--- src/hw/tcfa_pkg.sv ---
package tcfa_pkg;

    // ------------------------------------------------------------
    // Register map (byte addresses)
    // ------------------------------------------------------------
    localparam logic [7:0] TRANSMIT_CONFIGURATION_OFS = 8'h70;
    localparam logic [7:0] HARDWARE_CONFIGURATION_OFS = 8'h74;

    // ------------------------------------------------------------
    // Transmit configuration fields
    // ------------------------------------------------------------
    localparam int TXC_STOP_BIT         = 0;
    localparam int TXC_ON_BIT           = 1;
    localparam int TXC_SAO_BIT          = 2;
    localparam int TXC_DFLUSH_BIT       = 14;
    localparam int TXC_SFLUSH_BIT       = 15;

    // ------------------------------------------------------------
    // Hardware configuration fields
    // ------------------------------------------------------------
    localparam int HWC_SIZE_LSB         = 16;
    localparam int HWC_MUST_ONE_BIT     = 20;
    localparam int HWC_STRAP_BIT        = 24;
    localparam logic [3:0] HWC_SIZE_RST = 4'h5;
    localparam logic [3:0] HWC_SIZE_MAX = 4'he;

    // ------------------------------------------------------------
    // Buffer allocation, in bytes
    // ------------------------------------------------------------
    localparam logic [14:0] ALLOC_UNIT  = 15'h0400;
    localparam logic [14:0] TXS_BYTES   = 15'h0200;
    localparam logic [15:0] TOTAL_BYTES = 16'h4000;
    localparam int RXS_DIV_SHIFT        = 4;
    localparam logic [14:0] RXD_GUARD   = 15'h0010;

    // ------------------------------------------------------------
    // Buffer lengths after reset, matching the reset size of five
    // ------------------------------------------------------------
    localparam logic [14:0] TXD_LEN_RST = 15'h1200;
    localparam logic [14:0] TXS_LEN_RST = 15'h0200;
    localparam logic [14:0] RXD_LEN_RST = 15'h2940;
    localparam logic [14:0] RXS_LEN_RST = 15'h02c0;

endpackage : tcfa_pkg

--- src/hw/tcfa_alloc.sv ---
`timescale 1ns/1ps
// Splits the shared packet buffer between transmit and receive FIFOs
module tcfa_alloc (
    // Size selection in kilobytes
    input  wire logic [3:0]  size_kb,
    // Derived lengths in bytes
    output logic      [14:0] tx_data_len,
    output logic      [14:0] tx_stat_len,
    output logic      [14:0] rx_data_len,
    output logic      [14:0] rx_stat_len,
    output logic      [14:0] rx_full_lvl
);
    logic [14:0] tx_total;
    logic [14:0] rx_total;

    // Transmit share; status part is fixed, data gets the rest
    always_comb begin
        tx_total    = 15'(size_kb * tcfa_pkg::ALLOC_UNIT);
        tx_stat_len = tcfa_pkg::TXS_BYTES;
        tx_data_len = tx_total - tcfa_pkg::TXS_BYTES;
        rx_total    = 15'(tcfa_pkg::TOTAL_BYTES - {1'b0, tx_total});
        rx_stat_len = rx_total >> tcfa_pkg::RXS_DIV_SHIFT;
        rx_data_len = rx_total - rx_stat_len;
        rx_full_lvl = rx_data_len - tcfa_pkg::RXD_GUARD;
    end
endmodule : tcfa_alloc

--- src/hw/tcfa_regs.sv ---
// Decided for this implementation: the Avalon-MM slave port.
`timescale 1ns/1ps
// Function
// - Writing one to status flush clears transmit status pointers; bit self-clears.
// - Writing one to data flush clears transmit data pointers; bit self-clears.
// - Overrun allow zero: suspend transmission while status FIFO full.
// - Overrun allow one: keep transmitting with full status FIFO.
// - Status full interrupt raised regardless of overrun allow.
// - Enable bit set lets queued transmit data go out.
// - Enable clears itself once stop has taken effect and transmitter halted.
// - Stop request finishes current frame, halts, then clears itself.
// - Writes to stop request ignored while it reads one.
// - Read-only bit reports the sampled crossover strap level.
// - Size field sets transmit allocation in 1 KB steps to 14 KB, reset 5.
// - Transmit status FIFO fixed 512 bytes; data FIFO gets the rest.
// - Transmit data FIFO holds commands and payload together.
// - Receive FIFOs share what remains of the 16 KB buffer.
// - Receive status FIFO takes one sixteenth; data takes the rest.
// - Receive data FIFO reports full with four double words free.
module tcfa_regs (
    // Clock and reset
    input  wire logic        clk,
    input  wire logic        nrst,
    // Avalon-MM slave
    input  wire logic [7:0]  avs_address,
    input  wire logic        avs_read,
    input  wire logic        avs_write,
    input  wire logic [31:0] avs_writedata,
    input  wire logic [3:0]  avs_byteenable,
    output logic      [31:0] avs_readdata,
    output logic             avs_waitrequest,
    // Transmit engine and receive data FIFO status
    input  wire logic        tx_frame_busy,
    input  wire logic        tx_stat_full,
    input  wire logic [14:0] rx_data_used,
    // Strap level
    input  wire logic        crossover_strap,
    // Transmit engine control
    output logic             tx_run,
    output logic             tx_stat_ptr_clr,
    output logic             tx_data_ptr_clr,
    output logic             tx_stat_full_irq,
    output logic             must_be_one,
    // Buffer allocation
    output logic      [14:0] tx_data_len,
    output logic      [14:0] tx_stat_len,
    output logic      [14:0] rx_data_len,
    output logic      [14:0] rx_stat_len,
    output logic             rx_data_full
);

    // ------------------------------------------------------------
    // State
    // ------------------------------------------------------------
    typedef struct packed {
        logic        ack;
        logic [31:0] rdata;
        logic        tx_on;
        logic        stop_req;
        logic        sao;
        logic        run;
        logic        sflush;
        logic        dflush;
        logic        sfull_irq;
        logic        must_one;
        logic [3:0]  size;
        logic        strap;
        logic        strap_done;
        logic [14:0] txd_len;
        logic [14:0] txs_len;
        logic [14:0] rxd_len;
        logic [14:0] rxs_len;
        logic        rx_full;
    } tcfa_state_s;

    tcfa_state_s st_ff;
    tcfa_state_s nxt_st;

    logic [14:0] a_txd;
    logic [14:0] a_txs;
    logic [14:0] a_rxd;
    logic [14:0] a_rxs;
    logic [14:0] a_full;
    logic        wr_tx;
    logic        wr_hw;
    logic        halted;

    // ------------------------------------------------------------
    // Allocation arithmetic
    // ------------------------------------------------------------
    tcfa_alloc u_alloc (
        .size_kb     (st_ff.size),
        .tx_data_len (a_txd),
        .tx_stat_len (a_txs),
        .rx_data_len (a_rxd),
        .rx_stat_len (a_rxs),
        .rx_full_lvl (a_full)
    );

    // ------------------------------------------------------------
    // Next state
    // ------------------------------------------------------------
    always_comb begin
        nxt_st = st_ff;
        nxt_st.ack = 1'b0;
        nxt_st.sflush = 1'b0;
        nxt_st.dflush = 1'b0;
        wr_tx = 1'b0;
        wr_hw = 1'b0;
        // Stop takes effect only between frames
        halted = st_ff.stop_req && !tx_frame_busy;
        // One wait cycle, then acknowledge; ack drops waitrequest
        if ((avs_read || avs_write) && !st_ff.ack) begin
            nxt_st.ack = 1'b1;
            nxt_st.rdata = 32'h0000_0000;
            if (avs_address == tcfa_pkg::TRANSMIT_CONFIGURATION_OFS) begin
                nxt_st.rdata[tcfa_pkg::TXC_STOP_BIT] = st_ff.stop_req;
                nxt_st.rdata[tcfa_pkg::TXC_ON_BIT]   = st_ff.tx_on;
                nxt_st.rdata[tcfa_pkg::TXC_SAO_BIT]  = st_ff.sao;
                wr_tx = avs_write;
            end else if (avs_address == tcfa_pkg::HARDWARE_CONFIGURATION_OFS) begin
                nxt_st.rdata[tcfa_pkg::HWC_STRAP_BIT]    = st_ff.strap;
                nxt_st.rdata[tcfa_pkg::HWC_MUST_ONE_BIT] = st_ff.must_one;
                nxt_st.rdata[tcfa_pkg::HWC_SIZE_LSB +: 4] = st_ff.size;
                wr_hw = avs_write;
            end
        end
        // Transmit configuration write; self-clearing bits pulse once
        if (wr_tx && avs_byteenable[0]) begin
            nxt_st.sao   = avs_writedata[tcfa_pkg::TXC_SAO_BIT];
            nxt_st.tx_on = avs_writedata[tcfa_pkg::TXC_ON_BIT];
            if (!st_ff.stop_req) begin
                nxt_st.stop_req = avs_writedata[tcfa_pkg::TXC_STOP_BIT];
            end
        end
        if (wr_tx && avs_byteenable[1]) begin
            nxt_st.sflush = avs_writedata[tcfa_pkg::TXC_SFLUSH_BIT];
            nxt_st.dflush = avs_writedata[tcfa_pkg::TXC_DFLUSH_BIT];
        end
        // Halt wins over a same-cycle write: the stop already completed
        if (halted) begin
            nxt_st.stop_req = 1'b0;
            nxt_st.tx_on = 1'b0;
        end
        // Hardware configuration write; oversize values are clamped
        if (wr_hw && avs_byteenable[2]) begin
            nxt_st.must_one = avs_writedata[tcfa_pkg::HWC_MUST_ONE_BIT];
            if (avs_writedata[tcfa_pkg::HWC_SIZE_LSB +: 4] > tcfa_pkg::HWC_SIZE_MAX) begin
                nxt_st.size = tcfa_pkg::HWC_SIZE_MAX;
            end else begin
                nxt_st.size = avs_writedata[tcfa_pkg::HWC_SIZE_LSB +: 4];
            end
        end
        // Strap caught once, the first clock after reset release
        if (!st_ff.strap_done) begin
            nxt_st.strap = crossover_strap;
            nxt_st.strap_done = 1'b1;
        end
        // Transmission gate; overrun allow bypasses the full check
        nxt_st.run = nxt_st.tx_on && (nxt_st.sao || !tx_stat_full);
        nxt_st.sfull_irq = tx_stat_full;
        nxt_st.txd_len = a_txd;
        nxt_st.txs_len = a_txs;
        nxt_st.rxd_len = a_rxd;
        nxt_st.rxs_len = a_rxs;
        nxt_st.rx_full = rx_data_used >= a_full;
    end

    // ------------------------------------------------------------
    // State register
    // ------------------------------------------------------------
    always_ff @(posedge clk or negedge nrst) begin
        if (!nrst) begin
            st_ff <= '0;
            st_ff.size <= tcfa_pkg::HWC_SIZE_RST;
            st_ff.must_one <= 1'b0;
            st_ff.txd_len <= tcfa_pkg::TXD_LEN_RST;
            st_ff.txs_len <= tcfa_pkg::TXS_LEN_RST;
            st_ff.rxd_len <= tcfa_pkg::RXD_LEN_RST;
            st_ff.rxs_len <= tcfa_pkg::RXS_LEN_RST;
        end else begin
            st_ff <= nxt_st;
        end
    end

    // Outputs straight from flops
    assign avs_readdata     = st_ff.rdata;
    assign avs_waitrequest  = !st_ff.ack;
    assign tx_run           = st_ff.run;
    assign tx_stat_ptr_clr  = st_ff.sflush;
    assign tx_data_ptr_clr  = st_ff.dflush;
    assign tx_stat_full_irq = st_ff.sfull_irq;
    assign must_be_one      = st_ff.must_one;
    assign tx_data_len      = st_ff.txd_len;
    assign tx_stat_len      = st_ff.txs_len;
    assign rx_data_len      = st_ff.rxd_len;
    assign rx_stat_len      = st_ff.rxs_len;
    assign rx_data_full     = st_ff.rx_full;
endmodule : tcfa_regs

--- config.mk ---
export PLATFORM = sky130hd
export DESIGN_NAME = tcfa_regs
export DESIGN_NICKNAME = d
export VERILOG_FILES = /design/src/hw/tcfa_pkg.sv /design/src/hw/tcfa_alloc.sv /design/src/hw/tcfa_regs.sv
export SDC_FILE = /design/constraint.sdc
export NUM_CORES = 1
export LEC_CHECK = 0
export BUFFER_PORTS_ARGS = -buffer_cell sky130_fd_sc_hd__buf_2
export CELL_PAD_IN_SITES_DETAIL_PLACEMENT = 2
export CELL_PAD_IN_SITES_GLOBAL_PLACEMENT = 2
export CORE_ASPECT_RATIO = 1.1
export CORE_UTILIZATION = 26
export DETAILED_ROUTE_END_ITERATION = 6
export PLACE_DENSITY_LB_ADDON = 0.05
export SETUP_SLACK_MARGIN = 0.1
export SYNTH_ARGS = -nofsm -noshare
export SYNTH_HDL_FRONTEND = slang
export SYNTH_SLANG_ARGS = --single-unit
--- constraint.sdc ---
create_clock -name clk -period 9.9 [get_ports clk]
set_input_delay 2.97 -clock clk [delete_from_list [all_inputs] [get_ports clk]]
set_output_delay 2.97 -clock clk [all_outputs]
set_load 0.01 [all_outputs]
==> results of run 1 <==
-- sequential cells by signal, indices dropped and copies added, names as in the netlist, 5 cells and up --
name          flops
avs_readdata      9
rx_stat_len       5
tx_data_len       5
rx_data_len       8
st_ff            10
-- tightest hold or removal path: stages (launching register included) --
cell and delay (ns):
dfrtp_1 0.34, nand2_1 0.05, nand2_1 0.04
-- where the power goes --
part / internal (W) / total, W / switching (W)
Combinational: 0.0000307 / 0.0000829 / 0.0000522
Clock: 0.000119 / 0.000188 / 0.0000693
Sequential: 0.000186 / 0.000190 / 0.00000332
Total: 0.000336 / 0.000461 / 0.000125
-- through the flow --
step                      cells  worst slack (ns)
after global placement      466             5.233
after detailed placement    466             5.251
after CTS                   474             5.553
after global routing        474             5.489
final                       474             5.584
after floorplan             348             5.625
-- cell usage after synthesis (3+ instances only) --
master and number:
o21ai_1 3, mux2_2 5, buf_4 92, o21ai_0 8, ha_1 12, and3_1 3, dfrtp_1 34, nand4_1 3
nand4b_1 3, a21o_1 3, clkbuf_1 3, nand3_1 7, xnor2_1 8, buf_2 4, nor2_1 6, a21oi_1 8
nor3_1 3, dfstp_2 9, nand2_1 24, inv_1 9
-- routing by layer --
layer | wire, µm | up-vias
met4 | 85 | 0
met2 | 2922 | 76
met3 | 343 | 7
li1 | - | 887
met1 | 2677 | 906
met5 | 0 | -
-- layout by cell type, fill, tap and decap left out, types with 2 or more instances in the layout --
| master | Yosys | final |
|---|---|---|
| mux2i_1 | 2 | 2 |
| conb_1 | 2 | 65 |
| ha_1 | 12 | 12 |
| xor2_1 | 2 | 2 |
| dfrtp_1 | 34 | 34 |
| o31ai_1 | 2 | 2 |
| nand4_1 | 3 | 3 |
| inv_2 | 2 | 2 |
| clkinv_1 | 2 | 2 |
| xnor2_1 | 8 | 8 |
| nor2_1 | 6 | 6 |
| a21o_1 | 3 | 3 |
| dfstp_2 | 9 | 9 |
| o21ai_0 | 8 | 8 |
| a21oi_1 | 8 | 8 |
| inv_1 | 9 | 9 |
| buf_2 | 4 | 73 |
| clkbuf_16 | 0 | 5 |
| o21ai_1 | 3 | 3 |
| mux2_2 | 5 | 5 |
| nand4b_1 | 3 | 3 |
| nand3_1 | 7 | 7 |
| or3_1 | 2 | 2 |
| and4_1 | 2 | 2 |
| nor3_1 | 3 | 3 |
| and3_1 | 3 | 3 |
| nand2_1 | 24 | 24 |
-- cells by family (layout without fill, tap and decap cells) --
logic type | count (synthesis) | count (layout) | share of synthesized area
and+or+nand+nor | 64 | 64 | 0.1287
xor gates and xnor gates | 10 | 10 | 0.03151
muxes | 7 | 7 | 0.02745
adders and majority gates | 12 | 12 | 0.05400
AOI/OAI and AO/OA | 35 | 35 | 0.08731
other | 2 | 65 | 0.002701
buffers and inverters | 112 | 95 | 0.2772
DFF | 43 | 43 | 0.3911
-- path summary, 6_finish.rpt --
kind                                      start               end  slack [ns]  cells past startpoint
worst max-delay path             avs_address[1]            tx_run        5.58                      6
worst min-delay path            avs_readdata[0]   avs_readdata[0]        0.46                      2
worst max register to register        st_ff[63]      rx_data_full        6.00                     14
worst min register to register  avs_readdata[0]   avs_readdata[0]        0.46                      2
max in group asynchronous                  nrst  avs_readdata[18]        6.45                      1
min in group asynchronous                  nrst   rx_data_len[14]        2.83                      1
-- cell type report --
type | count | area share
clock buffer | 5 | 0.04149
clock inverter | 3 | 0.01452
inverter | 13 | 0.01618
multi-input combinational | 193 | 0.3842
sequential | 43 | 0.3606
tap | 143 | 0.05934
timing repair buffer | 74 | 0.1237
==> impl_metrics.json, run 1 <==
{
  "antenna_found_initial": 0,
  "crit_required_ns": 10.06,
  "irDropWorstVdd_mv": 0.05293,
  "place_hpwl_um": 4731,
  "ys_types": 50,
  "overflow": 0,
  "synth_area_leaders": "dfrtp_1, buf_4, dfstp_2, ha_1, nand2_1",
  "io_buffers": 73,
  "slew_headroom": 0.3486,
  "regArea_um2": 1087,
  "grt_use_met3": 0.02025,
  "finalClockSkew_ns": 0.005905,
  "num-fill-cells": 1219,
  "fin_crit_ns": 4.316,
  "endpoint_kind": "flip-flop",
  "clock.fmax_mhz": 231.7,
  "crit_path_max_incr_delay_ns": 0.40,
  "ys.flop_type": "dfrtp_1",
  "synth_seq_area_share": 0.3911,
  "power.density_nw_per_um2": 152.8,
  "finalSetupViolCount": 0,
  "first_pass_iters": 4,
  "drt_iter0_drc": 68,
  "start_util": 0.2675,
  "power_leakage_nw": 1.554,
  "dpl_cell_area_um2": 2846,
  "root_buffer": "clkbuf_16",
  "yosysWarnings": 0,
  "fin_crit_sh": 0.4360,
  "path_max_fanout": 6,
  "ys_async_sr_fraction": 1.000,
  "busiest_layer": "met2",
  "diodes": 0,
  "total_power_w": 0.0004608,
  "multi_input_area_um2": 1159,
  "crit_buf_inv": 1,
  "cts_setup_buffers": 0,
  "clk_pin_slew_ns": 0.06,
  "die_h_um": 110.5,
  "clock_latency_ns": 0.28,
  "grt_pass1_wl_um": 9632,
  "die_area_um2": 11110,
  "grt_start_max_net_pins": 44,
  "synth_area_leader_cell": "dfrtp_1",
  "netlist_area_um2": 2780,
  "met2_usage": 0.1763,
  "vias_per_cell": 3.958,
  "avgSynthCellArea_um2": 9.755,
  "cts_tree": "built",
  "final_util": 0.2901,
  "hp-class": "flip-flop to flip-flop",
  "final_antenna_net_count": 0,
  "timing.critical_path.cells": "buf_2 > or3_1 > nor3_2 > and3_1 > mux2i_1 > a221oi_1",
  "cts_buffers": 5,
  "htreeDepth": 2,
  "synth_edf_count": 0,
  "maxCapViolCount": 0,
  "core_um2": 10390,
  "rsz0062_at_grt": "no",
  "finalWeightedCongestion": 0.6642,
  "arrival_ns": 4.47,
  "grt_pass1_vias": 1914,
  "drv_slew": 0,
  "cts_sinks": 43,
  "hold_viol_final": 0,
  "synth_top_area_frac": 0.3060,
  "clk_path_buf_depth": 2,
  "final_area_um2": 3015,
  "dieWidth_um": 100.6,
  "outcome": "finished clean",
  "drt_wl_total_um": 6029,
  "finish.net_count": 408,
  "layout-drive-gt1-share": 0.3293,
  "slowest_stage": "or3_1",
  "cts_hold_buf": 0,
  "rows": 39,
  "setup_tns_ns": 0,
  "whs_ns": 0.4582,
  "met1_usage": 0.1519,
  "gr-usage-all-layers": 0.1115,
  "io_pins": 165,
  "critPathTopFamily": "simple AND/OR/NAND/NOR gates",
  "drc": 0,
  "syn_inst": 285,
  "cp-start-kind": "primary input",
  "crit_type": "primary input to flip-flop",
  "area_delta_synth_final_pct": 8.461,
  "cts_resized": 0,
  "wire_per_inst_um": 12.72,
  "ys_seq_elements": 43,
  "via_count": 1876,
  "timing_worst_slew_pin_value_ns": 0.9771
}
(Power assumes the default switching activity.)
==> inputs of run 2 (changes only) <==
--- a/config.mk
+++ b/config.mk
@@ -5,11 +5,12 @@
 export SDC_FILE = /design/constraint.sdc
 export NUM_CORES = 1
 export LEC_CHECK = 0
+export ABC_AREA = 1
 export BUFFER_PORTS_ARGS = -buffer_cell sky130_fd_sc_hd__buf_2
 export CELL_PAD_IN_SITES_DETAIL_PLACEMENT = 2
 export CELL_PAD_IN_SITES_GLOBAL_PLACEMENT = 2
 export CORE_ASPECT_RATIO = 1.1
-export CORE_UTILIZATION = 26
+export CORE_UTILIZATION = 21
 export DETAILED_ROUTE_END_ITERATION = 6
 export PLACE_DENSITY_LB_ADDON = 0.05
 export SETUP_SLACK_MARGIN = 0.1
==> constraint.sdc (replaced) <==
create_clock -name clk -period 3.46 [get_ports clk]
set_input_delay 1.038 -clock clk [delete_from_list [all_inputs] [get_ports clk]]
set_output_delay 1.038 -clock clk [all_outputs]
set_load 0.01 [all_outputs]
==> impl_metrics.json, run 2 <==
{
  "outcome": "finished clean",
  "wire_per_inst_um": 12.16,
  "crit_buf_inv": 3,
  "io_buffers": 73,
  "yosys.area_share.adder": 0.05247,
  "clk_path_buf_depth": 2,
  "cts_buffers": 5,
  "finalSetupViolCount": 0,
  "synth_top_family_by_area": "buffers and inverters",
  "vias_per_cell": 3.635,
  "syn_inst": 346,
  "area_delta_synth_final_pct": 11.98,
  "avgSynthCellArea_um2": 8.270,
  "endpoint_kind": "flip-flop",
  "largest_reg_flops": 10,
  "rows": 44,
  "slew_headroom": 0.3360,
  "first_pass_iters": 3,
  "via_count": 2123,
  "core_um2": 13270,
  "ys_types": 32,
  "start_util": 0.2157,
  "yosysWarnings": 0,
  "final_common_cell": "buf_2",
  "hold_viol_final": 0,
  "r2r_slack_ns": 0.56,
  "arrival_ns": 3.09,
  "synth_area_leader_cell": "dfrtp_1",
  "synth_compound_gate_area_share": 0.05291,
  "yosysMostFrequentCell": "buf_4",
  "drt_iter0_drc": 18,
  "cts_resized": 0,
  "finish.net_count": 477,
  "hp-class": "flip-flop to flip-flop",
  "crit_path_max_incr_delay_ns": 0.39,
  "fin_crit_sh": 0.8385,
  "maxCapViolCount": 0,
  "antenna_found_initial": 0,
  "synth_top_area_frac": 0.2973,
  "cts_sinks": 43,
  "crit_path_frequent_cell": "nand2_1",
  "grt_pass1_wl_um": 11520,
  "drv_slew": 0,
  "power_leakage_nw": 1.752,
  "synthSimpleGateAreaFrac": 0.2151,
  "finalClockSkew_ns": 0.01028,
  "crit_required_ns": 3.65,
  "cts_hold_buf": 0,
  "fin_crit_ns": 2.901,
  "power.density_nw_per_um2": 393.4,
  "num-fill-cells": 1592,
  "root_buffer": "clkbuf_16",
  "total_power_w": 0.001260,
  "synth_mux_area_frac": 0,
  "synth_area_leaders": "dfrtp_1, buf_4, dfstp_2, nand2_1, ha_1",
  "grt_start_max_net_pins": 43,
  "final_antenna_net_count": 0,
  "layout-drive-gt1-share": 0.2900,
  "crit_type": "flip-flop to flip-flop",
  "place_hpwl_um": 5795,
  "clock_latency_ns": 0.29,
  "rsz0062_at_grt": "no",
  "dieWidth_um": 113.3,
  "irDropWorstVdd_mv": 0.1717,
  "timing_worst_slew_pin_value_ns": 0.9961,
  "netlist_top_cells_count": "buf_4, nand2_1, dfrtp_1",
  "finalWeightedCongestion": 0.6875,
  "io_pins": 165,
  "max_flop_register": "st_ff",
  "cts_tree": "built",
  "diodes": 0,
  "clk_pin_slew_ns": 0.07,
  "clock.fmax_mhz": 344.7,
  "final_cell_mix": "buf_2, conb_1, nand2_1, dfrtp_1, inv_1",
  "die_area_um2": 14100,
  "overflow": 0,
  "cp-start-kind": "flip-flop",
  "die_h_um": 124.4,
  "synth_seq_area_share": 0.3800,
  "synth_edf_count": 0,
  "ys.flop_type": "dfrtp_1",
  "synth-xor-area-share": 0.006122,
  "path_max_fanout": 10,
  "htreeDepth": 2,
  "drt_wl_total_um": 7100,
  "gr-usage-all-layers": 0.1064,
  "drc": 0,
  "ys_seq_elements": 43,
  "netlist_area_um2": 2861,
  "critPathTopFamily": "adder cells",
  "cts_setup_buffers": 0,
  "setup_tns_ns": 0,
  "ys_async_sr_fraction": 1.000,
  "slowest_stage": "ha_1",
  "timing.critical_path.cells": "inv_2 > ha_1 > nand2_1 > inv_1 > nand2_1 > ha_1 > inv_1 > nand3_1 > nand2_2 > nor2_1 > nor2_1 > ha_1 > a21oi_1 > o21ai_0 > nand2_1 > nand2_1 > nand2_1 > nand2_1",
  "grt_pass1_vias": 2221
}
run 2: cell types whose count changed after synthesis, sizes merged, moves of 5 or more:
cell | before | now
nand2 | 25 | 69
nor2 | 6 | 32
inv | 11 | 34
nand3 | 7 | 23
xnor2 | 8 | 1
mux2 | 5 | 0
run 2: final cells by class:
cell class / count / area [µm²] / area share
Multi-Input combinational cell: 237 / 1179 / 0.3678
Clock inverter: 2 / 38.79 / 0.01210
Timing Repair Buffer: 78 / 402.9 / 0.1257
Tap cell: 184 / 230.2 / 0.07185
Sequential cell: 43 / 1087 / 0.3393
Inverter: 34 / 127.6 / 0.03983
Clock buffer: 6 / 138.9 / 0.04334
run 2: cells by family after synthesis:
logic type / Yosys count
compound gates: 26
xor+xnor: 2
fa+ha+maj: 12
buf+inv: 129
flops: 43
other cells: 2
simple gates: 132
run 2: path summary, 6_finish.rpt:
check	from	to	depth (start not counted)
max	st_ff[63]	rx_data_full	18
max reg2reg	st_ff[63]	rx_data_full	18
min in group asynchronous	nrst	st_ff[66]	1
min	st_ff[61]	st_ff[62]	1
max in group asynchronous	nrst	rx_stat_len[7]	2
min reg2reg	st_ff[61]	st_ff[62]	1
run 2: per-stage QoR:
| stage | instance area, µm² | std cells | hold slack [ns] | setup WS (ns) | utilization |
|---|---|---|---|---|---|
| floorplan | 3098 | 409 | 0.4036 | 0.8647 | - |
| global placement | 3027 | 576 | 0.4352 | 0.5084 | 0.2281 |
| detailed placement | 3027 | 576 | 0.4376 | 0.4642 | 0.2281 |
| CTS | 3204 | 584 | 0.4476 | 0.4590 | 0.2415 |
| global route | 3204 | 584 | 0.4708 | 0.2056 | 0.2415 |
| finish | 3204 | 584 | 0.4454 | 0.5588 | 0.2415 |
run 2: where the power goes:
part / switching [W] / total [W] / internal, W
registers: 0.00000624 / 0.000528 / 0.000522
clock network: 0.000212 / 0.000576 / 0.000363
logic: 0.000109 / 0.000157 / 0.0000472
run 2: layer usage:
| layer | track usage | wire, µm |
|---|---|---|
| met5 | 0 | 0 |
| met4 | 0.04180 | 117 |
| met3 | 0.02287 | 425 |
| met2 | 0.1967 | 3709 |
| met1 | 0.1165 | 2846 |
==> inputs of run 3 (changes only) <==
==> constraint.sdc (replaced) <==
create_clock -name clk -period 2.45 [get_ports clk]
set_input_delay 0.735 -clock clk [delete_from_list [all_inputs] [get_ports clk]]
set_output_delay 0.735 -clock clk [all_outputs]
set_load 0.01 [all_outputs]
==> impl_metrics.json, run 3 (same netlist as run 2, synthesis figures left out) <==
{
  "root_buffer": "clkbuf_16",
  "grt_start_max_net_pins": 23,
  "finish.net_count": 507,
  "clk_path_buf_depth": 2,
  "grt_pass1_wl_um": 11430,
  "setup_tns_ns": 0,
  "arrival_ns": 2.61,
  "met2_wirelength_um": 3710,
  "dpl.cell_count": 602,
  "fin_crit_sh": 0.9892,
  "hold_viol_final": 0,
  "drv_slew": 0,
  "crit_required_ns": 2.63,
  "whs_ns": 0.4142,
  "area_delta_synth_final_pct": 29.16,
  "hp-class": "primary input to async pin",
  "clk_pin_slew_ns": 0.07,
  "power.density_nw_per_um2": 488.1,
  "largest_reg_flops": 10,
  "timing_worst_slew_pin_value_ns": 0.5424,
  "endpoint_kind": "flip-flop",
  "die_area_um2": 14100,
  "final-instance-count-excl-fill": 614,
  "first_pass_iters": 4,
  "total_power_w": 0.001804,
  "core_um2": 13270,
  "r2r_start": "st_ff[63]",
  "vias_per_cell": 3.656,
  "max_flop_register": "st_ff",
  "num-fill-cells": 1552,
  "met3WireLength_um": 395,
  "layout-drive-gt1-share": 0.4349,
  "io_buffers": 73,
  "slew_headroom": 0.6360,
  "grt_pass1_vias": 2338,
  "finalWeightedCongestion": 0.6877,
  "gr-usage-all-layers": 0.1050,
  "fin_crit_ns": 2.423,
  "drt_iter0_drc": 29,
  "diodes": 0,
  "drc": 0,
  "place_hpwl_um": 5893,
  "final_cell_mix": "buf_2, conb_1, nand2_1, dfrtp_1, buf_4",
  "final_area_um2": 3696,
  "cts_buffers": 5,
  "maxCapViolCount": 0,
  "final_antenna_net_count": 0,
  "wire_per_inst_um": 11.65,
  "cp-startpoint": "st_ff[63]",
  "drt_wl_total_um": 7154,
  "cts_hold_buf": 0,
  "dpl_cell_area_um2": 3317,
  "rows": 44,
  "cts_tree": "built",
  "clock.fmax_mhz": 412.6,
  "dieWidth_um": 113.3,
  "irDropWorstVdd_mv": 0.2476,
  "start_util": 0.2157,
  "cp-start-kind": "flip-flop",
  "outcome": "finished clean",
  "power_leakage_nw": 1.947,
  "clock_latency_ns": 0.29,
  "rsz0062_at_grt": "yes",
  "final_common_cell": "buf_2",
  "htreeDepth": 2,
  "antenna_found_initial": 0,
  "finalClockSkew_ns": 0.003492,
  "dr.max_layer_used": "met4",
  "via_count": 2245,
  "crit_type": "flip-flop to flip-flop",
  "io_pins": 165,
  "finalSetupViolCount": 0,
  "die_h_um": 124.4,
  "cts_sinks": 43,
  "m1WireLength_um": 2931,
  "path_max_fanout": 5,
  "overflow": 0
}
[run 3: critical path, cell delays in order, from the launching register on]
cell and delay, ns:
dfstp_2 0.56, inv_4 0.05, ha_4 0.18, nand2_4 0.07
inv_4 0.04, nand2_4 0.06, ha_4 0.23, inv_4 0.08
nand2_1 0.05, nand2_1 0.10, nand2_2 0.08, o21bai_1 0.14
nand2_1 0.12, ha_4 0.23, nand2_1 0.06, inv_1 0.03
nand2_1 0.06, nand2_1 0.05, nand2_1 0.05, nand2_1 0.04
[run 3: what timing repair did]
| item | 4_1_cts | 5_1_grt |
|---|---|---|
| endpoints found under the setup margin | 1 | 1 |
| hold endpoints to repair | 0 | 0 |
| buffers inserted | 3 | 1 |
| resized for setup | 24 | 18 |
| pin swaps | 11 | 11 |
[run 3: area by class of cell]
cell class	instances	area [µm²]	area share
clock buffer	5	125.1	0.03385
timing repair buffer	108	648.1	0.1754
sequential	43	1087	0.2942
inverter	34	137.6	0.03724
clock inverter	3	46.29	0.01253
multi-input combinational	237	1421	0.3846
tap	184	230.2	0.06229
[run 3: per-layer routing]
metal | track usage | up-vias
met1 | 0.1202 | 1069
met4 | 0.03947 | 0
met5 | 0 | -
li1 | - | 1088
met3 | 0.02336 | 8
met2 | 0.1880 | 80
[run 3: metrics by stage]
step                      utilization  setup WS [ns]
after floorplan                     -       -0.02073
after global placement         0.2500       -0.07301
after detailed placement       0.2500        -0.1236
after CTS                      0.2711       -0.01005
after global routing           0.2786        -0.1587
final                          0.2786        0.02656
[run 3: power by group]
part           internal (W)  switching (W)
Sequential         0.000737     0.00000887
Clock              0.000485       0.000306
Combinational     0.0000952       0.000172
Total               0.00132       0.000487
[run 3: worst paths after layout]
path                               endpoint  slack, ns  depth (start not counted)
min in group clk                  st_ff[62]       0.45                          1
max in group asynchronous    rx_stat_len[7]       1.46                          2
setup / recovery               rx_data_full       0.03                         19
hold reg to reg                   st_ff[62]       0.45                          1
hold / removal             avs_readdata[24]       0.41                          1
setup reg to reg               rx_data_full       0.03                         19
